**src/ppa_pkg.sv**
```systemverilog
// constants shared by the parallel port register block
// assumes a 32-bit apb bus with byte addresses, one word per register
package ppa_pkg;

  // ***************************************************
  // register offsets
  // ***************************************************
  localparam int          ADDR_W         = 8;
  localparam logic [7:0]  OFF_DEST_ADDR  = 8'h00;
  localparam logic [7:0]  OFF_PIN_EN     = 8'h04;
  localparam logic [7:0]  OFF_BUF_STAT   = 8'h08;
  localparam logic [7:0]  OFF_IRQ_STAT   = 8'h0c;
  localparam logic [7:0]  OFF_IRQ_MASK   = 8'h10;
  localparam logic [7:0]  OFF_XFER_CTRL  = 8'h14;
  localparam logic [7:0]  OFF_XFER_DATA  = 8'h18;
  localparam logic [7:0]  OFF_IN_BUF0    = 8'h20;
  localparam logic [7:0]  OFF_OUT_BUF0   = 8'h30;

  // ***************************************************
  // field positions
  // ***************************************************
  localparam int          CS_TWO_BIT     = 15;
  localparam int          CS_ONE_BIT     = 14;
  localparam int          ADDR_MSB       = 13;
  localparam int          ALL_FULL_BIT   = 15;
  localparam int          IN_OVF_BIT     = 14;
  localparam int          IB_FULL_LSB    = 8;
  localparam int          ALL_EMPTY_BIT  = 7;
  localparam int          OUT_UNF_BIT    = 6;
  localparam int          OB_EMPTY_LSB   = 0;
  localparam int          CTRL_WR_BIT    = 0;
  localparam int          CTRL_RD_BIT    = 1;
  localparam int          CTRL_BUSY_BIT  = 2;
  localparam int          IRQ_DONE_BIT   = 0;
  localparam int          IRQ_OVF_BIT    = 1;
  localparam int          IRQ_UNF_BIT    = 2;
  localparam int          IRQ_FULL_BIT   = 3;
  localparam int          IRQ_EMPTY_BIT  = 4;
  localparam int          IRQ_W          = 5;

  // ***************************************************
  // reset values and timing
  // ***************************************************
  localparam logic [15:0] DEST_ADDR_RST  = 16'h0000;
  localparam logic [15:0] PIN_EN_RST     = 16'h0000;
  localparam logic [4:0]  IRQ_RST        = 5'h00;
  localparam logic [7:0]  BYTE_RST       = 8'h00;
  localparam int          GAP_CYCLES     = 1;

  typedef enum logic [1:0] {
    ST_IDLE,
    ST_STROBE,
    ST_GAP
  } ppa_xfer_e;

endpackage

```
**src/ppa_port.sv**
```systemverilog
// register side of the parallel master port: address, pad enables, buffer status
// assumes an apb master on pclk and an external peripheral on pads and buffer strobes
//
// Operation
// - two port transfers always have at least one idle cycle between them.
// - destination bit 15 drives the second chip select active when one.
// - destination bit 14 drives the first chip select active when one.
// - destination bits 13 to 0 are the address shown on the port address lines.
// - pin enable bits 15 and 14 give pads 15 and 14 to the chip selects, else gpio.
// - pin enable bits 13 to 2 give pads 13 to 2 to the address lines, else gpio.
// - pin enable bits 1 and 0 give pads 1 and 0 to address bits 1 and 0, else gpio.
// - an input full flag is set while its buffer holds unread data and clears on read.
// - an output empty flag is set while its buffer is empty and clears on write.
// - reading an empty output byte sets the underflow flag until software clears it.
// - the summary empty flag reads one only when every output buffer is empty.
`timescale 1ns/1ns
module ppa_port #(
  parameter int NBUF = 4
) (
  input  wire logic          pclk,
  input  wire logic          presetn,
  input  wire logic          psel,
  input  wire logic          penable,
  input  wire logic          pwrite,
  input  wire logic [7:0]    paddr,
  input  wire logic [31:0]   pwdata,
  output logic      [31:0]   prdata,
  output logic               pready,
  output logic               pslverr,
  output logic               irq,
  input  wire logic [15:0]   gpio_out,
  input  wire logic [15:0]   gpio_oe,
  output logic      [15:0]   pad_out,
  output logic      [15:0]   pad_oe,
  input  wire logic [7:0]    port_data_in,
  output logic      [7:0]    port_data_out,
  output logic               port_data_oe,
  output logic               port_rd_strobe,
  output logic               port_wr_strobe,
  input  wire logic [NBUF-1:0] ext_in_fill,
  input  wire logic [7:0]    ext_in_data,
  input  wire logic [NBUF-1:0] ext_out_drain,
  output logic      [7:0]    ext_out_data
);

  // ***************************************************
  // apb decode
  // ***************************************************
  logic [31:0] rdata_nxt;
  logic        hit;
  logic        pready_r;
  logic        pslverr_r;
  logic [31:0] prdata_r;

  // one wait state: the answer is taken at the edge after pready_r rises
  wire logic access_go  = psel & penable & ~pready_r;
  wire logic access_end = psel & penable & pready_r;
  wire logic wr_end     = access_end & pwrite & ~pslverr_r;
  wire logic rd_end     = access_end & ~pwrite & ~pslverr_r;

  wire logic sel_dest   = (paddr == ppa_pkg::OFF_DEST_ADDR);
  wire logic sel_pin    = (paddr == ppa_pkg::OFF_PIN_EN);
  wire logic sel_stat   = (paddr == ppa_pkg::OFF_BUF_STAT);
  wire logic sel_istat  = (paddr == ppa_pkg::OFF_IRQ_STAT);
  wire logic sel_imask  = (paddr == ppa_pkg::OFF_IRQ_MASK);
  wire logic sel_ctrl   = (paddr == ppa_pkg::OFF_XFER_CTRL);
  wire logic sel_data   = (paddr == ppa_pkg::OFF_XFER_DATA);

  // buffer windows: four words starting at each base
  function automatic logic in_window(input logic [7:0] a, input logic [7:0] base);
    in_window = (a[7:4] == base[7:4]) && (a[1:0] == 2'b00) && (a[3:2] < NBUF[1:0] || NBUF > 3);
  endfunction

  wire logic       sel_inb  = in_window(paddr, ppa_pkg::OFF_IN_BUF0);
  wire logic       sel_outb = in_window(paddr, ppa_pkg::OFF_OUT_BUF0);
  wire logic [1:0] buf_idx  = paddr[3:2];

  assign hit = sel_dest | sel_pin | sel_stat | sel_istat | sel_imask | sel_ctrl | sel_data | sel_inb | sel_outb;

  // ***************************************************
  // programmed registers
  // ***************************************************
  logic [15:0]             dest_r;
  logic [15:0]             pin_en_r;
  logic [ppa_pkg::IRQ_W-1:0] irq_stat_r;
  logic [ppa_pkg::IRQ_W-1:0] irq_mask_r;
  logic [7:0]              xfer_wdata_r;
  logic [7:0]              xfer_rdata_r;

  always_ff @(posedge pclk or negedge presetn) begin
    if (!presetn) begin
      dest_r       <= ppa_pkg::DEST_ADDR_RST;
      pin_en_r     <= ppa_pkg::PIN_EN_RST;
      irq_mask_r   <= ppa_pkg::IRQ_RST;
      xfer_wdata_r <= ppa_pkg::BYTE_RST;
    end else if (wr_end) begin
      if (sel_dest)
        dest_r <= pwdata[15:0];
      if (sel_pin)
        pin_en_r <= pwdata[15:0];
      if (sel_imask)
        irq_mask_r <= pwdata[ppa_pkg::IRQ_W-1:0];
      if (sel_data)
        xfer_wdata_r <= pwdata[7:0];
    end
  end

  // ***************************************************
  // buffers
  // ***************************************************
  logic [NBUF-1:0] in_full;
  logic [NBUF-1:0] out_full;
  logic [7:0]      in_rd_data;
  logic [7:0]      out_rd_data;
  logic            in_over;
  logic            out_under;
  logic [1:0]      out_idx;

  wire logic [NBUF-1:0] in_drain = (rd_end & sel_inb) ? NBUF'(1) << buf_idx : '0;
  wire logic [NBUF-1:0] out_fill = (wr_end & sel_outb) ? NBUF'(1) << buf_idx : '0;

  ppa_buf_bank #(.NUM(NBUF), .IDX(2)) u_in_bank (
    .pclk      (pclk),
    .presetn   (presetn),
    .fill      (ext_in_fill),
    .fill_data (ext_in_data),
    .drain     (in_drain),
    .rd_idx    (buf_idx),
    .rd_data   (in_rd_data),
    .full_r    (in_full),
    .over_evt  (in_over),
    .under_evt ()
  );

  // lowest drain strobe picks the byte handed out
  always_comb begin
    out_idx = 2'b00;
    for (int i = NBUF - 1; i >= 0; i--) begin
      if (ext_out_drain[i])
        out_idx = 2'(i);
    end
  end

  ppa_buf_bank #(.NUM(NBUF), .IDX(2)) u_out_bank (
    .pclk      (pclk),
    .presetn   (presetn),
    .fill      (out_fill),
    .fill_data (pwdata[7:0]),
    .drain     (ext_out_drain),
    .rd_idx    (out_idx),
    .rd_data   (out_rd_data),
    .full_r    (out_full),
    .over_evt  (),
    .under_evt (out_under)
  );

  // ***************************************************
  // status flags
  // ***************************************************
  logic in_ovf_r;
  logic out_unf_r;
  logic full_d_r;
  logic empty_d_r;

  wire logic [NBUF-1:0] out_empty = ~out_full;
  wire logic            all_full  = &in_full;
  wire logic            all_empty = &out_empty;
  wire logic            stat_wr   = wr_end & sel_stat;

  // set wins over a software clear landing in the same cycle
  always_ff @(posedge pclk or negedge presetn) begin
    if (!presetn) begin
      in_ovf_r  <= 1'b0;
      out_unf_r <= 1'b0;
    end else begin
      if (in_over)
        in_ovf_r <= 1'b1;
      else if (stat_wr && !pwdata[ppa_pkg::IN_OVF_BIT])
        in_ovf_r <= 1'b0;
      if (out_under)
        out_unf_r <= 1'b1;
      else if (stat_wr && !pwdata[ppa_pkg::OUT_UNF_BIT])
        out_unf_r <= 1'b0;
    end
  end

  // other status bits are hardware state only; writes never reach them
  wire logic [15:0] stat_word = {all_full, in_ovf_r, 2'b00, in_full, all_empty, out_unf_r, 2'b00, out_empty};

  // ***************************************************
  // transfer sequencer
  // ***************************************************
  ppa_pkg::ppa_xfer_e st_r;
  ppa_pkg::ppa_xfer_e st_nxt;
  logic               pend_wr_r;
  logic               pend_rd_r;
  logic               rd_strobe_r;
  logic               wr_strobe_r;

  wire logic ctrl_wr  = wr_end & sel_ctrl;
  wire logic req_wr   = ctrl_wr & pwdata[ppa_pkg::CTRL_WR_BIT];
  wire logic req_rd   = ctrl_wr & pwdata[ppa_pkg::CTRL_RD_BIT];
  wire logic pend     = pend_wr_r | pend_rd_r;
  wire logic launch   = (st_r == ppa_pkg::ST_IDLE) && pend;
  wire logic busy     = (st_r != ppa_pkg::ST_IDLE) | pend;
  wire logic done_evt = (st_r == ppa_pkg::ST_STROBE);

  always_comb begin
    st_nxt = st_r;
    unique case (st_r)
      ppa_pkg::ST_IDLE:   if (pend) st_nxt = ppa_pkg::ST_STROBE;
      ppa_pkg::ST_STROBE: st_nxt = ppa_pkg::ST_GAP;
      ppa_pkg::ST_GAP:    st_nxt = ppa_pkg::ST_IDLE;
    endcase
  end

  // a request is held until the sequencer is idle again; read has priority
  always_ff @(posedge pclk or negedge presetn) begin
    if (!presetn) begin
      st_r      <= ppa_pkg::ST_IDLE;
      pend_wr_r <= 1'b0;
      pend_rd_r <= 1'b0;
    end else begin
      st_r <= st_nxt;
      if (launch) begin
        pend_rd_r <= req_rd;
        pend_wr_r <= pend_rd_r ? (pend_wr_r | req_wr) : req_wr;
      end else begin
        pend_rd_r <= pend_rd_r | req_rd;
        pend_wr_r <= pend_wr_r | req_wr;
      end
    end
  end

  always_ff @(posedge pclk or negedge presetn) begin
    if (!presetn) begin
      rd_strobe_r  <= 1'b0;
      wr_strobe_r  <= 1'b0;
      xfer_rdata_r <= ppa_pkg::BYTE_RST;
    end else begin
      rd_strobe_r <= launch & pend_rd_r;
      wr_strobe_r <= launch & ~pend_rd_r;
      if (rd_strobe_r)
        xfer_rdata_r <= port_data_in;
    end
  end

  // ***************************************************
  // pads
  // ***************************************************
  wire logic [15:0] func_out = {dest_r[ppa_pkg::CS_TWO_BIT],
                                dest_r[ppa_pkg::CS_ONE_BIT],
                                dest_r[ppa_pkg::ADDR_MSB:0]};

  ppa_pad_mux #(.PADS(16)) u_pads (
    .pclk      (pclk),
    .presetn   (presetn),
    .func_en   (pin_en_r),
    .func_out  (func_out),
    .gpio_out  (gpio_out),
    .gpio_oe   (gpio_oe),
    .pad_out_r (pad_out),
    .pad_oe_r  (pad_oe)
  );

  // ***************************************************
  // interrupts and read data
  // ***************************************************
  logic [ppa_pkg::IRQ_W-1:0] irq_evt;
  logic                      irq_r;
  logic                      data_oe_r;
  logic [7:0]                ext_out_r;

  // summary flags raise an event only on their rising edge
  assign irq_evt = {all_empty & ~empty_d_r, all_full & ~full_d_r, out_under, in_over, done_evt};

  always_ff @(posedge pclk or negedge presetn) begin
    if (!presetn) begin
      irq_stat_r <= ppa_pkg::IRQ_RST;
      full_d_r   <= 1'b0;
      empty_d_r  <= 1'b1;
      irq_r      <= 1'b0;
      data_oe_r  <= 1'b0;
      ext_out_r  <= ppa_pkg::BYTE_RST;
    end else begin
      irq_stat_r <= irq_evt | (irq_stat_r & ~((wr_end & sel_istat) ? pwdata[ppa_pkg::IRQ_W-1:0] : '0));
      full_d_r   <= all_full;
      empty_d_r  <= all_empty;
      irq_r      <= |(irq_stat_r & irq_mask_r);
      data_oe_r  <= launch & ~pend_rd_r;
      if (|ext_out_drain)
        ext_out_r <= out_rd_data;
    end
  end

  always_comb begin
    rdata_nxt = '0;
    if (sel_dest)
      rdata_nxt[15:0] = dest_r;
    if (sel_pin)
      rdata_nxt[15:0] = pin_en_r;
    if (sel_stat)
      rdata_nxt[15:0] = stat_word;
    if (sel_istat)
      rdata_nxt[ppa_pkg::IRQ_W-1:0] = irq_stat_r;
    if (sel_imask)
      rdata_nxt[ppa_pkg::IRQ_W-1:0] = irq_mask_r;
    if (sel_ctrl)
      rdata_nxt[ppa_pkg::CTRL_BUSY_BIT] = busy;
    if (sel_data)
      rdata_nxt[15:0] = {xfer_rdata_r, xfer_wdata_r};
    if (sel_inb)
      rdata_nxt[7:0] = in_rd_data;
  end

  always_ff @(posedge pclk or negedge presetn) begin
    if (!presetn) begin
      pready_r  <= 1'b0;
      pslverr_r <= 1'b0;
      prdata_r  <= '0;
    end else begin
      pready_r <= access_go;
      if (access_go) begin
        pslverr_r <= ~hit;
        prdata_r  <= hit ? rdata_nxt : '0;
      end else begin
        pslverr_r <= 1'b0;
      end
    end
  end

  assign prdata         = prdata_r;
  assign pready         = pready_r;
  assign pslverr        = pslverr_r;
  assign irq            = irq_r;
  assign port_data_out  = xfer_wdata_r;
  assign port_data_oe   = data_oe_r;
  assign port_rd_strobe = rd_strobe_r;
  assign port_wr_strobe = wr_strobe_r;
  assign ext_out_data   = ext_out_r;

endmodule

```
**src/ppa_buf_bank.sv**
```systemverilog
// bank of byte buffers with one occupancy flag each
// assumes fill and drain strobes are one-cycle pulses in the pclk domain
`timescale 1ns/1ns
module ppa_buf_bank #(
  parameter int NUM = 4,
  parameter int IDX = 2
) (
  input  wire logic             pclk,
  input  wire logic             presetn,
  input  wire logic [NUM-1:0]   fill,
  input  wire logic [7:0]       fill_data,
  input  wire logic [NUM-1:0]   drain,
  input  wire logic [IDX-1:0]   rd_idx,
  output logic      [7:0]       rd_data,
  output logic      [NUM-1:0]   full_r,
  output logic                  over_evt,
  output logic                  under_evt
);

  logic [7:0] mem_r [NUM];

  // fill on a held byte overwrites it and flags overflow
  assign over_evt  = |(fill & full_r);
  assign under_evt = |(drain & ~full_r);
  assign rd_data   = mem_r[rd_idx];

  genvar g;
  generate
    for (g = 0; g < NUM; g++) begin : g_slot
      // fill beats drain in the same cycle, so fresh data is never lost
      always_ff @(posedge pclk or negedge presetn) begin
        if (!presetn) begin
          full_r[g] <= 1'b0;
          mem_r[g]  <= ppa_pkg::BYTE_RST;
        end else if (fill[g]) begin
          full_r[g] <= 1'b1;
          mem_r[g]  <= fill_data;
        end else if (drain[g]) begin
          full_r[g] <= 1'b0;
        end
      end
    end
  endgenerate

endmodule

```
**src/ppa_pad_mux.sv**
```systemverilog
// per-pad choice between port function and general-purpose i/o
// assumes the gpio block supplies its own out and enable levels
`timescale 1ns/1ns
module ppa_pad_mux #(
  parameter int PADS = 16
) (
  input  wire logic             pclk,
  input  wire logic             presetn,
  input  wire logic [PADS-1:0]  func_en,
  input  wire logic [PADS-1:0]  func_out,
  input  wire logic [PADS-1:0]  gpio_out,
  input  wire logic [PADS-1:0]  gpio_oe,
  output logic      [PADS-1:0]  pad_out_r,
  output logic      [PADS-1:0]  pad_oe_r
);

  genvar g;
  generate
    for (g = 0; g < PADS; g++) begin : g_pad
      wire logic sel_out = func_en[g] ? func_out[g] : gpio_out[g];
      wire logic sel_oe  = func_en[g] ? 1'b1 : gpio_oe[g];
      always_ff @(posedge pclk or negedge presetn) begin
        if (!presetn) begin
          pad_out_r[g] <= 1'b0;
          pad_oe_r[g]  <= 1'b0;
        end else begin
          pad_out_r[g] <= sel_out;
          pad_oe_r[g]  <= sel_oe;
        end
      end
    end
  endgenerate

endmodule

```
**config.mk**
```make
export PLATFORM = sky130hd
export DESIGN_NAME = ppa_port
export DESIGN_NICKNAME = d
export VERILOG_FILES = /design/src/ppa_pkg.sv /design/src/ppa_port.sv /design/src/ppa_buf_bank.sv /design/src/ppa_pad_mux.sv
export SDC_FILE = /design/constraint.sdc
export NUM_CORES = 1
export LEC_CHECK = 0
export ABC_AREA = 1
export BUFFER_PORTS_ARGS = -buffer_cell sky130_fd_sc_hd__buf_2
export CORE_AREA = 4 4 96 188
export CTS_BUF_LIST = sky130_fd_sc_hd__clkbuf_4
export DETAILED_ROUTE_END_ITERATION = 12
export DIE_AREA = 0 0 100 192
export GPL_ROUTABILITY_DRIVEN = 0
export PLACE_DENSITY = 0.89
export SLEW_MARGIN = 20
export SYNTH_ARGS = -nofsm -noshare
export SYNTH_HDL_FRONTEND = slang
export SYNTH_HIERARCHICAL = 1
export SYNTH_SLANG_ARGS = --single-unit
```
**constraint.sdc**
```tcl
create_clock -name pclk -period 1.8 [get_ports pclk]
set_input_delay 0.27 -clock pclk [delete_from_list [all_inputs] [get_ports pclk]]
set_output_delay 0.27 -clock pclk [all_outputs]
set_load 0.01 [all_outputs]
```
==> flow_summary.html, run 1 <==
<table>
<tr><th>Metric</th><th>Value</th></tr>
<tr><th colspan="2">Worst setup path</th></tr>
<tr><td>Count of buffering cells on the critical path with inverters included</td><td>1</td></tr>
<tr><td>R2R cell count</td><td>6</td></tr>
<tr><td>Arrival time reported for the critical path endpoint</td><td>1.39 ns</td></tr>
<tr><td>Peak per-stage delay on the critical path</td><td>0.58 ns</td></tr>
<tr><td>Critical path cell sequence</td><td>buf_2</td></tr>
<tr><td>Library cell contributing the largest single delay on the critical path</td><td>sky130_fd_sc_hd__dfrtp_2</td></tr>
<tr><td>Worst reg2reg endpoint</td><td>u_out_bank/mem_r[16]$_DFFE_PN0P_</td></tr>
<tr><td>Cell family with the largest share of critical-path delay</td><td>flip-flops</td></tr>
<tr><td>Type of destination of the critical path</td><td>output port</td></tr>
<tr><td>Worst reg2reg setup slack</td><td>0.15 ns</td></tr>
<tr><td>Largest fanout of any net on the critical path</td><td>10</td></tr>
<tr><td>Data required time at the worst endpoint</td><td>1.53 ns</td></tr>
<tr><td>Kind of critical path</td><td>flop to output port</td></tr>
<tr><td>Startpoint type of the worst setup path</td><td>flop</td></tr>
<tr><td>Worst reg2reg startpoint</td><td>pready$_DFF_PN0_</td></tr>
<tr><th colspan="2">CTS</th></tr>
<tr><td>CTS Buf Count</td><td>17</td></tr>
<tr><td>Bufs on Longest Clock Path</td><td>2</td></tr>
<tr><td>Number of H-tree levels</td><td>4</td></tr>
<tr><td>Post-CTS setup repair buffer count</td><td>0</td></tr>
<tr><td>Clock root cell</td><td>sky130_fd_sc_hd__clkbuf_4</td></tr>
<tr><td>Number of sinks driven by the clock tree</td><td>199</td></tr>
<tr><td>Clock-pin transition on the worst setup and hold timing paths</td><td>0.17 ns</td></tr>
<tr><td>Later-pin clock latency in the skew report</td><td>0.62 ns</td></tr>
<tr><td>CTS tree</td><td>built</td></tr>
<tr><th colspan="2">Timing</th></tr>
<tr><td>Final Max Tran Viols</td><td>0</td></tr>
<tr><td>Final setup TNS</td><td>0 ns</td></tr>
<tr><td>Time the final worst path needs with I/O delays and setup</td><td>1.66 ns</td></tr>
<tr><td>RSZ-0062 raised after global routing</td><td>no</td></tr>
<tr><td>Worst-margin pin slew</td><td>0.550 ns</td></tr>
<tr><td>Number of endpoints failing setup at the final stage</td><td>0</td></tr>
<tr><td>Fmax</td><td>603 MHz</td></tr>
<tr><td>Max-slew headroom</td><td>0.631</td></tr>
<tr><td>Number of endpoints with negative hold slack in the final report</td><td>0</td></tr>
<tr><td>Share of the clock period used by the worst path</td><td>0.921</td></tr>
<tr><td>Post-route clock skew</td><td>0.0275 ns</td></tr>
<tr><th colspan="2">Floorplanning</th></tr>
<tr><td>Die H</td><td>192 um</td></tr>
<tr><td>Initial Util</td><td>0.553</td></tr>
<tr><td>Die Wd</td><td>100 um</td></tr>
<tr><td>Number of cell rows</td><td>67</td></tr>
<tr><td>Std-Cell Core Area</td><td>0.0167 mm2</td></tr>
<tr><td>Die Footprint</td><td>0.0192 mm2</td></tr>
<tr><td>Number of placed I/O pins</td><td>187</td></tr>
<tr><th colspan="2">Route</th></tr>
<tr><td>Number of nets with antenna violations after routing</td><td>0</td></tr>
<tr><td>First-pass DRT Iterations</td><td>7</td></tr>
<tr><td>DRC viols</td><td>0</td></tr>
<tr><td>Via density per instance</td><td>5.33</td></tr>
<tr><td>Starting DRC count in detailed routing</td><td>737</td></tr>
<tr><td>Total vias in the final route</td><td>8193</td></tr>
<tr><td>Total routed wirelength</td><td>25.2 mm</td></tr>
<tr><td>WL/cell</td><td>16.4 um</td></tr>
<tr><th colspan="2">Pwr</th></tr>
<tr><td>PD cells</td><td>718 mW/mm2</td></tr>
<tr><td>Final Total Pwr</td><td>8.02 mW</td></tr>
<tr><td>Leakage power of the design</td><td>5.79 nW</td></tr>
<tr><td>Maximum ir drop on the vdd rail</td><td>0.473 mV</td></tr>
<tr><th colspan="2">GRT</th></tr>
<tr><td>Wire length of the first global-routing pass</td><td>40.7 mm</td></tr>
<tr><td>Antenna violations before repair</td><td>1</td></tr>
<tr><td>Overall global routing resource usage</td><td>0.270</td></tr>
<tr><td>Largest net degree at the start of global routing</td><td>50</td></tr>
<tr><td>Overflow after GRT</td><td>0</td></tr>
<tr><td>Number of global-route vias before repair</td><td>8334</td></tr>
<tr><th colspan="2">Hold path</th></tr>
<tr><td>Hold path start</td><td>ext_in_fill[3]</td></tr>
<tr><td>Hold Path Cell Cnt</td><td>3</td></tr>
<tr><td>Sink of the worst hold path</td><td>u_in_bank/mem_r[2]$_DFFE_PN0P_</td></tr>
<tr><td>Worst hold path class</td><td>input pin to flop</td></tr>
<tr><th colspan="2">Finish</th></tr>
<tr><td>Sequential cell area in the final layout</td><td>0.00498 mm2</td></tr>
<tr><td>Total area of multi-input combinational cells</td><td>0.00332 mm2</td></tr>
<tr><td>Number of fill cells</td><td>1262</td></tr>
<tr><td>Area growth from synthesis to layout</td><td>21.0%</td></tr>
<tr><td>Nets@finish</td><td>1420</td></tr>
<tr><td>Ratio of cells with drive above 1 in the final layout</td><td>0.201</td></tr>
<tr><th colspan="2">Place</th></tr>
<tr><td>Port-buffer cells</td><td>154</td></tr>
<tr><td>Post-DP HPWL</td><td>17.6 mm</td></tr>
<tr><th colspan="2">Yosys</th></tr>
<tr><td>Cell count after synthesis</td><td>1085</td></tr>
<tr><td>Synth Warn #</td><td>6</td></tr>
<tr><td>Synthesized cell area</td><td>0.00923 mm2</td></tr>
<tr><td>Mean instance size in the synthesized netlist</td><td>8.51 um2</td></tr>
<tr><th colspan="2">Run status</th></tr>
<tr><td>Result of the run</td><td>finished, final reports clean</td></tr>
<tr><th colspan="2">Flow run</th></tr>
<tr><td>Total of max-cap violations</td><td>0</td></tr>
</table>
tightest hold or removal path, delay by kind of cell:
family / cells / cell delay (ns)
buffers and inverters: 1 / 0.20
and+or+nand+nor: 1 / 0.08
AOI/OAI and AO/OA: 1 / 0.07
worst max path at each step:
stage,from,endpoint,cells past startpoint
after floorplan,pready$_DFF_PN0_,u_out_bank/mem_r[0]$_DFFE_PN0P_,8
after global placement,paddr[7],prdata[11]$_DFFE_PN0P_,10
after detailed placement,paddr[7],dest_r[10]$_DFFE_PN0P_,8
after CTS,port_rd_strobe$_DFF_PN0_,port_rd_strobe,1
after global routing,pready$_DFF_PN0_,u_out_bank/mem_r[16]$_DFFE_PN0P_,7
final,port_rd_strobe$_DFF_PN0_,port_rd_strobe,1
stage by stage:
step,area (um2),hold slack [ns],util,cells,setup WS [ns]
2_1_floorplan,9290,-0.0256,-,1100,0.112
3_3_place_gp,10200,0.209,0.611,1436,0.102
3_5_place_dp,10200,0.214,0.611,1436,0.0619
4_1_cts,11200,0.00811,0.669,1537,0.136
5_1_grt,11200,0.0414,0.669,1538,0.0485
6_report,11200,0.0339,0.669,1538,0.143
report_power, final:
group | internal, mW | total [mW] | leakage (nW) | switching (mW)
Sequential | 4.63 | 4.69 | 2.35 | 0.0599
Combinational | 0.401 | 0.989 | 3.28 | 0.588
Clock | 0.634 | 2.35 | 0.153 | 1.71
cell usage in the layout, fill, tap and decap left out, types with 15 or more instances in the layout:
cell type and count:
sky130_fd_sc_hd__conb_1 16, sky130_fd_sc_hd__or2_1 16, sky130_fd_sc_hd__clkbuf_4 17, sky130_fd_sc_hd__dlygate4sd3_1 69, sky130_fd_sc_hd__dfrtp_1 197, sky130_fd_sc_hd__mux2_2 15, sky130_fd_sc_hd__buf_4 25, sky130_fd_sc_hd__buf_2 153
sky130_fd_sc_hd__nand2_1 361, sky130_fd_sc_hd__nand3_1 47, sky130_fd_sc_hd__o21ai_1 35, sky130_fd_sc_hd__inv_1 138, sky130_fd_sc_hd__nor2_1 41, sky130_fd_sc_hd__o21ai_0 96
cell type report:
class,count,area share
sequential,199,0.446
multi-input combinational,698,0.298
timing repair buffer,253,0.157
inverter,148,0.0504
tap,207,0.0232
clock inverter,15,0.0136
clock buffer,17,0.0114
antenna,1,0.000224
routing by layer:
metal	global-route usage	part of all wire
met3	0.0345	0.060
met4	0.166	0.055
met5	0	0
met1	0.301	0.34
met2	0.483	0.54
sequential cells by signal, indices dropped and copies added (netlist names), 2 cells and up:
| name | cells |
|---|---|
| u_pads/pad_oe_r | 16 |
| irq_mask_r | 5 |
| u_out_bank/mem_r | 32 |
| st_r | 2 |
| prdata | 16 |
| xfer_rdata_r | 8 |
| u_out_bank/full_r | 4 |
| irq_stat_r | 5 |
| port_data_out | 8 |
| u_pads/pad_out_r | 16 |
| u_in_bank/full_r | 4 |
| dest_r | 16 |
| pin_en_r | 16 |
| ext_out_data | 8 |
| u_in_bank/mem_r | 32 |
what timing repair did:
item | 4_1_cts | 5_1_grt
setup endpoints to repair | 1 | 0
hold buffers | 69 | 0
resized for setup | 1 | 0
endpoints found under the hold margin | 335 | 0
No activity file was read; power rests on OpenSTA's default activity.
==> run 2: changes to the inputs <==
--- a/config.mk
+++ b/config.mk
@@ -6,13 +6,14 @@
 export NUM_CORES = 1
 export LEC_CHECK = 0
 export ABC_AREA = 1
-export BUFFER_PORTS_ARGS = -buffer_cell sky130_fd_sc_hd__buf_2
+export BUFFER_PORTS_ARGS = -buffer_cell sky130_fd_sc_hd__buf_4
 export CORE_AREA = 4 4 96 188
 export CTS_BUF_LIST = sky130_fd_sc_hd__clkbuf_4
 export DETAILED_ROUTE_END_ITERATION = 12
 export DIE_AREA = 0 0 100 192
 export GPL_ROUTABILITY_DRIVEN = 0
 export PLACE_DENSITY = 0.89
+export SKIP_LAST_GASP = 1
 export SLEW_MARGIN = 20
 export SYNTH_ARGS = -nofsm -noshare
 export SYNTH_HDL_FRONTEND = slang
==> run 2 against run 1 <==
  * Critical path depth grew 5
  * Non-clock buffer count increased by 10
  * Register-to-register slack got worse by 0.04 ns
  * Clock skew up 0.0021 ns
  * Setup slack worse by 0.11 ns
  * Routed wire length rose by 4.6%
  * Fmax down 6.0%
  * Core utilization grew 3.1 points
  * Sequential power is essentially flat
  * Cell area increased by 4.6%
  * Hold slack got worse by 0.017 ns
  * First-iteration DRC count is 20% lower
==> flow_summary.html, run 2 (same netlist as run 1, synthesis figures left out) <==
<table>
<tr><th>Metric</th><th>Value</th></tr>
<tr><th colspan="2">Worst setup path</th></tr>
<tr><td>Type of destination of the critical path</td><td>flop</td></tr>
<tr><td>Kind of critical path</td><td>input pin to flop</td></tr>
<tr><td>Largest fanout of any net on the critical path</td><td>18 (+8)</td></tr>
<tr><td>Startpoint type of the worst setup path</td><td>input pin</td></tr>
<tr><td>Data required time at the worst endpoint</td><td>2.31 ns (+0.78 ns)</td></tr>
<tr><td>Arrival time reported for the critical path endpoint</td><td>2.27 ns (+0.88 ns)</td></tr>
<tr><th colspan="2">Floorplanning</th></tr>
<tr><td>Die H</td><td>192 um (unchanged)</td></tr>
<tr><td>Die Footprint</td><td>0.0192 mm2 (unchanged)</td></tr>
<tr><td>Number of placed I/O pins</td><td>187 (unchanged)</td></tr>
<tr><td>Number of cell rows</td><td>67 (unchanged)</td></tr>
<tr><td>Initial Util</td><td>0.553 (unchanged)</td></tr>
<tr><td>Die Wd</td><td>100 um (unchanged)</td></tr>
<tr><td>Std-Cell Core Area</td><td>0.0167 mm2 (unchanged)</td></tr>
<tr><th colspan="2">Run status</th></tr>
<tr><td>Result of the run</td><td>finished, final reports clean</td></tr>
<tr><th colspan="2">Route</th></tr>
<tr><td>Starting DRC count in detailed routing</td><td>587 (-20%)</td></tr>
<tr><td>Routed met1 length</td><td>8.79 mm (+0.90%)</td></tr>
<tr><td>WL/cell</td><td>17.1 um (+4.0%)</td></tr>
<tr><td>Top sig layer</td><td>met4</td></tr>
<tr><td>Via density per instance</td><td>5.43 (+2.0%)</td></tr>
<tr><td>Number of nets with antenna violations after routing</td><td>0 (unchanged)</td></tr>
<tr><td>DRC viols</td><td>0 (unchanged)</td></tr>
<tr><td>Wire length on met2</td><td>14.1 mm (+3.7%)</td></tr>
<tr><td>Total routed wirelength</td><td>26.4 mm (+4.6%)</td></tr>
<tr><td>Met3 wirelength from detailed routing</td><td>1.67 mm (+10%)</td></tr>
<tr><td>Total vias in the final route</td><td>8407 (+2.6%)</td></tr>
<tr><td>First-pass DRT Iterations</td><td>6 (-1)</td></tr>
<tr><th colspan="2">Finish</th></tr>
<tr><td>Nets@finish</td><td>1430 (+0.70%)</td></tr>
<tr><td>Count of placed standard cells in the final layout, fillers left out</td><td>1547 (+0.59%)</td></tr>
<tr><td>Final instance area</td><td>0.0117 mm2 (+4.6%)</td></tr>
<tr><td>Most frequent standard cell in the layout excluding fill and tap cells</td><td>sky130_fd_sc_hd__nand2_1</td></tr>
<tr><td>Leading registers by flop count</td><td>u_in_bank/mem_r (32), u_out_bank/mem_r (32)</td></tr>
<tr><td>Ratio of cells with drive above 1 in the final layout</td><td>0.197 (-0.00359)</td></tr>
<tr><td>Commonest cells after routing, fill and taps aside</td><td>361 x sky130_fd_sc_hd__nand2_1, 197 x sky130_fd_sc_hd__dfrtp_1, 174 x sky130_fd_sc_hd__buf_4</td></tr>
<tr><td>Area growth from synthesis to layout</td><td>26.6%</td></tr>
<tr><th colspan="2">Timing</th></tr>
<tr><td>Smallest hold slack</td><td>0.0171 ns (-0.0168 ns)</td></tr>
<tr><td>Number of endpoints with negative hold slack in the final report</td><td>0 (unchanged)</td></tr>
<tr><td>Final Max Tran Viols</td><td>0 (unchanged)</td></tr>
<tr><td>Final setup slack of the worst path</td><td>0.0363 ns (-0.106 ns)</td></tr>
<tr><td>Time the final worst path needs with I/O delays and setup</td><td>1.76 ns (+0.106 ns)</td></tr>
<tr><td>Final setup TNS</td><td>0 ns (unchanged)</td></tr>
<tr><td>Post-route clock skew</td><td>0.0296 ns (+0.00206 ns)</td></tr>
<tr><td>Share of the clock period used by the worst path</td><td>0.980 (+0.0592)</td></tr>
<tr><td>Fmax</td><td>567 MHz (-6.0%)</td></tr>
<tr><td>Number of endpoints failing setup at the final stage</td><td>0 (unchanged)</td></tr>
<tr><td>RSZ-0062 raised after global routing</td><td>no</td></tr>
<tr><th colspan="2">Place</th></tr>
<tr><td>Post-DP HPWL</td><td>18.2 mm (+3.0%)</td></tr>
<tr><td>Port-buffer cells</td><td>154 (unchanged)</td></tr>
<tr><td>Post-placement setup slack</td><td>0.00249 ns (-0.0594 ns)</td></tr>
<tr><td>Placed cells</td><td>1433 (-0.21%)</td></tr>
<tr><td>Placed standard-cell area</td><td>0.0105 mm2 (+3.4%)</td></tr>
<tr><th colspan="2">CTS</th></tr>
<tr><td>Later-pin clock latency in the skew report</td><td>0.62 ns (about the same)</td></tr>
<tr><td>Number of sinks driven by the clock tree</td><td>199 (unchanged)</td></tr>
<tr><td>Bufs on Longest Clock Path</td><td>2 (unchanged)</td></tr>
<tr><td>Number of H-tree levels</td><td>4 (unchanged)</td></tr>
<tr><td>CTS tree</td><td>built</td></tr>
<tr><td>Clock root cell</td><td>sky130_fd_sc_hd__clkbuf_4</td></tr>
<tr><td>CTS Buf Count</td><td>17 (unchanged)</td></tr>
<tr><td>Post-CTS setup repair buffer count</td><td>0 (unchanged)</td></tr>
<tr><td>Clock-pin transition on the worst setup and hold timing paths</td><td>0.16 ns (about the same)</td></tr>
<tr><th colspan="2">GRT</th></tr>
<tr><td>Overall global routing resource usage</td><td>0.282 (+0.0111)</td></tr>
<tr><td>Number of global-route vias before repair</td><td>8798 (+5.6%)</td></tr>
<tr><td>Wire length of the first global-routing pass</td><td>42.2 mm (+3.6%)</td></tr>
<tr><td>Largest net degree at the start of global routing</td><td>55 (+10%)</td></tr>
<tr><td>Antenna violations before repair</td><td>1 (unchanged)</td></tr>
<tr><td>Overflow after GRT</td><td>0 (unchanged)</td></tr>
<tr><th colspan="2">Pwr</th></tr>
<tr><td>Maximum ir drop on the vdd rail</td><td>0.547 mV (+16%)</td></tr>
<tr><td>Leakage power of the design</td><td>5.94 nW (+2.6%)</td></tr>
<tr><td>PD cells</td><td>716 mW/mm2 (-0.33%)</td></tr>
<tr><th colspan="2">Hold path</th></tr>
<tr><td>Worst hold path class</td><td>input pin to flop</td></tr>
<tr><th colspan="2">Flow run</th></tr>
<tr><td>Total of max-cap violations</td><td>0 (unchanged)</td></tr>
</table>
[run 2: area by class of cell]
cell class,instances,area (um2)
multi-input cells,698,3320
flip-flops and latches,199,4980
well taps,207,259
fillers,1203,5000
inverters,148,563
clock inverters,12,165
repair buffers,263,2240
clock buffers,19,143
diodes,1,2.50
[run 2: routing by layer]
layer	GRT usage	up-vias
met3	0.0476	142
met5	0	-
met1	0.297	3973
li1	-	3839
met4	0.207	0
met2	0.494	453
[run 2: worst paths after layout]
check | start | end | slack [ns] | cells past startpoint
min in group asynchronous | presetn | u_pads/pad_out_r[8]$_DFF_PN0_ | 0.16 | 2
max in group asynchronous | presetn | u_pads/pad_oe_r[1]$_DFF_PN0_ | 1.00 | 3
worst min-delay path | ext_in_fill[0] | u_in_bank/mem_r[27]$_DFFE_PN0P_ | 0.02 | 2
worst max-delay path | ext_in_fill[1] | u_in_bank/mem_r[19]$_DFFE_PN0P_ | 0.04 | 6
worst max register to register | pready$_DFF_PN0_ | pin_en_r[12]$_DFFE_PN0P_ | 0.11 | 6
worst min register to register | full_d_r$_DFF_PN0_ | irq_stat_r[3]$_DFF_PN0_ | 0.48 | 1
[run 2: worst max-delay path, stage by stage]
cell and delay, ns:
sky130_fd_sc_hd__dlygate4sd3_1 0.56, sky130_fd_sc_hd__buf_6 0.17, sky130_fd_sc_hd__nand2_1 0.07, sky130_fd_sc_hd__dlygate4sd3_1 0.53, sky130_fd_sc_hd__o21ai_0 0.08, sky130_fd_sc_hd__dlygate4sd3_1 0.58
[run 2: what timing repair did]
| action | in CTS | in global routing |
|---|---|---|
| hold endpoints to repair | 277 | 0 |
| resized for setup | 1 | 2 |
| setup endpoints to repair | 1 | 3 |
| hold buffers | 82 | 0 |
[run 2: metrics by stage]
step,total power [mW],util
detailed placement,5.71,0.632
CTS,8.37,0.700
global placement,5.66,0.632
floorplan,5.23,-
global route,8.70,0.700
finish,8.36,0.700
[run 2: power by group]
part           internal (mW)  total [mW]  switching (mW)  leakage [nW]
Sequential              4.62        4.69          0.0649          2.35
Clock                   1.01        2.56            1.55         0.157
Combinational          0.505        1.12           0.613          3.43
==> run 3: changes to the inputs <==
--- a/config.mk
+++ b/config.mk
@@ -7,12 +7,13 @@
 export LEC_CHECK = 0
 export ABC_AREA = 1
 export BUFFER_PORTS_ARGS = -buffer_cell sky130_fd_sc_hd__buf_4
-export CORE_AREA = 4 4 96 188
-export CTS_BUF_LIST = sky130_fd_sc_hd__clkbuf_4
+export CORE_AREA = 4 4 93 183
+export CTS_BUF_LIST = sky130_fd_sc_hd__clkbuf_16
 export DETAILED_ROUTE_END_ITERATION = 12
-export DIE_AREA = 0 0 100 192
+export DIE_AREA = 0 0 97 187
 export GPL_ROUTABILITY_DRIVEN = 0
-export PLACE_DENSITY = 0.89
+export PLACE_DENSITY = 0.93
+export RECOVER_POWER = 25
 export SKIP_LAST_GASP = 1
 export SLEW_MARGIN = 20
 export SYNTH_ARGS = -nofsm -noshare
==> constraint.sdc (replaced) <==
create_clock -name pclk -period 2.2 [get_ports pclk]
set_input_delay 0.33 -clock pclk [delete_from_list [all_inputs] [get_ports pclk]]
set_output_delay 0.33 -clock pclk [all_outputs]
set_load 0.01 [all_outputs]
==> run 3 against run 2 <==
  * Sequential power is 18% lower
  * Critical path type is now flop to flop
  * Largest cell class unchanged
  * Combinational power is 32% lower
  * Setup slack better by 0.15 ns
  * Sequential share of layout area is 2.6 points higher
  * Largest power group unchanged
  * Cell area is 5.8% lower
  * Clock skew is 0.013 ns lower
==> flow_summary.html, run 3 (same netlist as run 1, synthesis figures left out) <==
<table>
<tr><th>Metric</th><th>Value</th></tr>
<tr><th colspan="2">Timing</th></tr>
<tr><td>Final setup TNS</td><td>0 ns (unchanged)</td></tr>
<tr><td>Time the final worst path needs with I/O delays and setup</td><td>2.01 ns</td></tr>
<tr><td>Number of endpoints with negative hold slack in the final report</td><td>0 (unchanged)</td></tr>
<tr><td>Number of endpoints failing setup at the final stage</td><td>0 (unchanged)</td></tr>
<tr><td>RSZ-0062 raised after global routing</td><td>no</td></tr>
<tr><td>Post-route clock skew</td><td>0.0165 ns (-0.0130 ns)</td></tr>
<tr><td>Max-slew headroom</td><td>0.550</td></tr>
<tr><td>Share of the clock period used by the worst path</td><td>0.915</td></tr>
<tr><td>Worst-margin pin slew</td><td>0.673 ns</td></tr>
<tr><td>Fmax</td><td>497 MHz</td></tr>
<tr><td>Final Max Tran Viols</td><td>0 (unchanged)</td></tr>
<tr><th colspan="2">Finish</th></tr>
<tr><td>Most frequent standard cell in the layout excluding fill and tap cells</td><td>sky130_fd_sc_hd__nand2_1</td></tr>
<tr><td>Count of placed standard cells in the final layout, fillers left out</td><td>1449 (-6.3%)</td></tr>
<tr><td>Area growth from synthesis to layout</td><td>19.2%</td></tr>
<tr><td>Final instance area</td><td>0.0110 mm2 (-5.8%)</td></tr>
<tr><td>Leading registers by flop count</td><td>u_in_bank/mem_r (32), u_out_bank/mem_r (32)</td></tr>
<tr><td>Final antenna diode count</td><td>0 (-1)</td></tr>
<tr><td>Commonest cells after routing, fill and taps aside</td><td>361 x sky130_fd_sc_hd__nand2_1, 198 x sky130_fd_sc_hd__dfrtp_1, 167 x sky130_fd_sc_hd__buf_4</td></tr>
<tr><td>Nets@finish</td><td>1338 (-6.4%)</td></tr>
<tr><td>Ratio of cells with drive above 1 in the final layout</td><td>0.201 (+0.00396)</td></tr>
<tr><th colspan="2">Worst setup path</th></tr>
<tr><td>Critical path startpoint</td><td>pready$_DFF_PN0_</td></tr>
<tr><td>Startpoint type of the worst setup path</td><td>flop</td></tr>
<tr><td>Worst reg2reg startpoint</td><td>pready$_DFF_PN0_</td></tr>
<tr><td>Setup crit end</td><td>pin_en_r[12]$_DFFE_PN0P_</td></tr>
<tr><td>Largest fanout of any net on the critical path</td><td>32 (+14)</td></tr>
<tr><td>Worst reg2reg endpoint</td><td>pin_en_r[12]$_DFFE_PN0P_</td></tr>
<tr><td>Type of destination of the critical path</td><td>flop</td></tr>
<tr><td>Kind of critical path</td><td>flop to flop</td></tr>
<tr><td>Data required time at the worst endpoint</td><td>2.49 ns (+0.18 ns)</td></tr>
<tr><td>Arrival time reported for the critical path endpoint</td><td>2.31 ns (+0.04 ns)</td></tr>
<tr><td>Worst reg2reg setup slack</td><td>0.19 ns (+0.08 ns)</td></tr>
<tr><td>R2R cell count</td><td>6 (unchanged)</td></tr>
<tr><th colspan="2">Route</th></tr>
<tr><td>Number of nets with antenna violations after routing</td><td>0 (unchanged)</td></tr>
<tr><td>First-pass DRT Iterations</td><td>8 (+2)</td></tr>
<tr><td>DRC viols</td><td>0 (unchanged)</td></tr>
<tr><td>Via density per instance</td><td>5.59 (+2.9%)</td></tr>
<tr><td>Starting DRC count in detailed routing</td><td>758 (+29%)</td></tr>
<tr><td>WL/cell</td><td>17.4 um (+1.8%)</td></tr>
<tr><td>Total routed wirelength</td><td>25.2 mm (-4.6%)</td></tr>
<tr><td>Total vias in the final route</td><td>8106 (-3.6%)</td></tr>
<tr><th colspan="2">CTS</th></tr>
<tr><td>CTS Buf Count</td><td>17 (unchanged)</td></tr>
<tr><td>Bufs on Longest Clock Path</td><td>2 (unchanged)</td></tr>
<tr><td>Clock-pin transition on the worst setup and hold timing paths</td><td>0.08 ns (-0.08 ns)</td></tr>
<tr><td>CTS tree</td><td>built</td></tr>
<tr><td>Clock root cell</td><td>sky130_fd_sc_hd__clkbuf_16</td></tr>
<tr><td>Number of sinks driven by the clock tree</td><td>199 (unchanged)</td></tr>
<tr><td>Number of H-tree levels</td><td>4 (unchanged)</td></tr>
<tr><td>Later-pin clock latency in the skew report</td><td>0.45 ns (-0.17 ns)</td></tr>
<tr><td>Gates resized, CTS repair</td><td>0 (-1)</td></tr>
<tr><th colspan="2">Place</th></tr>
<tr><td>Post-DP HPWL</td><td>17.6 mm (-3.0%)</td></tr>
<tr><td>Placed cells</td><td>1416 (-1.2%)</td></tr>
<tr><td>Port-buffer cells</td><td>154 (unchanged)</td></tr>
<tr><td>Placed standard-cell area</td><td>0.0104 mm2 (-1.1%)</td></tr>
<tr><th colspan="2">GRT</th></tr>
<tr><td>Met3 track demand over resource in global routing</td><td>0.0608 (+0.0132)</td></tr>
<tr><td>Number of global-route vias before repair</td><td>8060 (-8.4%)</td></tr>
<tr><td>Global Route met1 Usage</td><td>0.305 (+0.00785)</td></tr>
<tr><td>Busiest layer in global routing</td><td>met2</td></tr>
<tr><td>Overall global routing resource usage</td><td>0.279 (-0.00211)</td></tr>
<tr><td>Largest net degree at the start of global routing</td><td>62 (+13%)</td></tr>
<tr><td>Fraction of met2 tracks used by global routing</td><td>0.501 (+0.00671)</td></tr>
<tr><td>Antenna violations before repair</td><td>0 (-1)</td></tr>
<tr><td>Overflow after GRT</td><td>0 (unchanged)</td></tr>
<tr><td>Wire length of the first global-routing pass</td><td>40.3 mm (-4.4%)</td></tr>
<tr><th colspan="2">Floorplanning</th></tr>
<tr><td>Die Wd</td><td>97 um (-3.0%)</td></tr>
<tr><td>Std-Cell Core Area</td><td>0.0157 mm2 (-5.9%)</td></tr>
<tr><td>Initial Util</td><td>0.588 (+0.0348)</td></tr>
<tr><td>Die Footprint</td><td>0.0181 mm2 (-5.5%)</td></tr>
<tr><td>Number of cell rows</td><td>65 (-3.0%)</td></tr>
<tr><td>Number of placed I/O pins</td><td>187 (unchanged)</td></tr>
<tr><td>Die H</td><td>187 um (-2.6%)</td></tr>
<tr><th colspan="2">Pwr</th></tr>
<tr><td>PD cells</td><td>697 mW/mm2 (-2.6%)</td></tr>
<tr><td>Leakage power of the design</td><td>5.66 nW (-4.7%)</td></tr>
<tr><td>Maximum ir drop on the vdd rail</td><td>0.647 mV (+18%)</td></tr>
<tr><th colspan="2">Flow run</th></tr>
<tr><td>Total of max-cap violations</td><td>0 (unchanged)</td></tr>
<tr><th colspan="2">Hold path</th></tr>
<tr><td>Worst hold path class</td><td>input pin to flop</td></tr>
<tr><td>Hold path start</td><td>gpio_oe[2]</td></tr>
<tr><th colspan="2">Run status</th></tr>
<tr><td>Result of the run</td><td>finished, final reports clean</td></tr>
</table>
run 3: final cells by class:
type,instances,area [um2]
multi-input combinational,698,3320
timing repair buffer,171,1320
tap,201,251
clock inverter,15,144
fill,1119,4690
clock buffer,17,425
inverter,148,563
sequential,199,4980
run 3: routing by layer:
metal	vias to the layer above	part of all wire
met5	-	0
met3	106	0.082
met2	503	0.53
li1	3637	-
met1	3860	0.33
met4	0	0.053
run 3: report_power, final:
| part | switching (mW) | internal, mW |
|---|---|---|
| Clock | 1.48 | 1.59 |
| Combinational | 0.463 | 0.303 |
| Sequential | 0.0505 | 3.78 |
run 3: how the worst min path moves through the flow:
stage	end	slack [ns]	depth (start not counted)
floorplan	dest_r[0]$_DFFE_PN0P_	0.03	0
global placement	u_pads/pad_oe_r[10]$_DFF_PN0_	0.34	1
detailed placement	u_pads/pad_oe_r[8]$_DFF_PN0_	0.35	1
CTS	u_pads/pad_oe_r[2]$_DFF_PN0_	0.07	2
global route	u_pads/pad_oe_r[0]$_DFF_PN0_	0.06	2
finish	u_pads/pad_oe_r[2]$_DFF_PN0_	0.06	2
run 3: repair_timing:
item                      4_1_cts  5_1_grt
hold buffers                    1        0
setup buffers                   0        0
hold endpoints to repair       56        0
run 3: worst max-delay path, stage by stage, from the launching register on:
cell	delay, ns
sky130_fd_sc_hd__dfrtp_1	0.36
sky130_fd_sc_hd__nand3_1	0.14
sky130_fd_sc_hd__nor3b_4	0.41
sky130_fd_sc_hd__buf_4	0.22
sky130_fd_sc_hd__nand2_2	0.37
sky130_fd_sc_hd__nand2_1	0.23
sky130_fd_sc_hd__o21ai_1	0.11
run 3: metrics by stage:
| stage | setup slack [ns] | hold slack [ns] | util | power [mW] |
|---|---|---|---|---|
| 6_report | 0.187 | 0.0627 | 0.701 | 7.67 |
| 5_1_grt | 0.0521 | 0.0581 | 0.701 | 7.93 |
| 4_1_cts | 0.214 | 0.0656 | 0.701 | 7.67 |
| 3_5_place_dp | 0.0463 | 0.345 | 0.664 | 4.65 |
| 3_3_place_gp | 0.224 | 0.342 | 0.664 | 4.62 |
| 2_1_floorplan | 0.512 | 0.0344 | - | 4.28 |
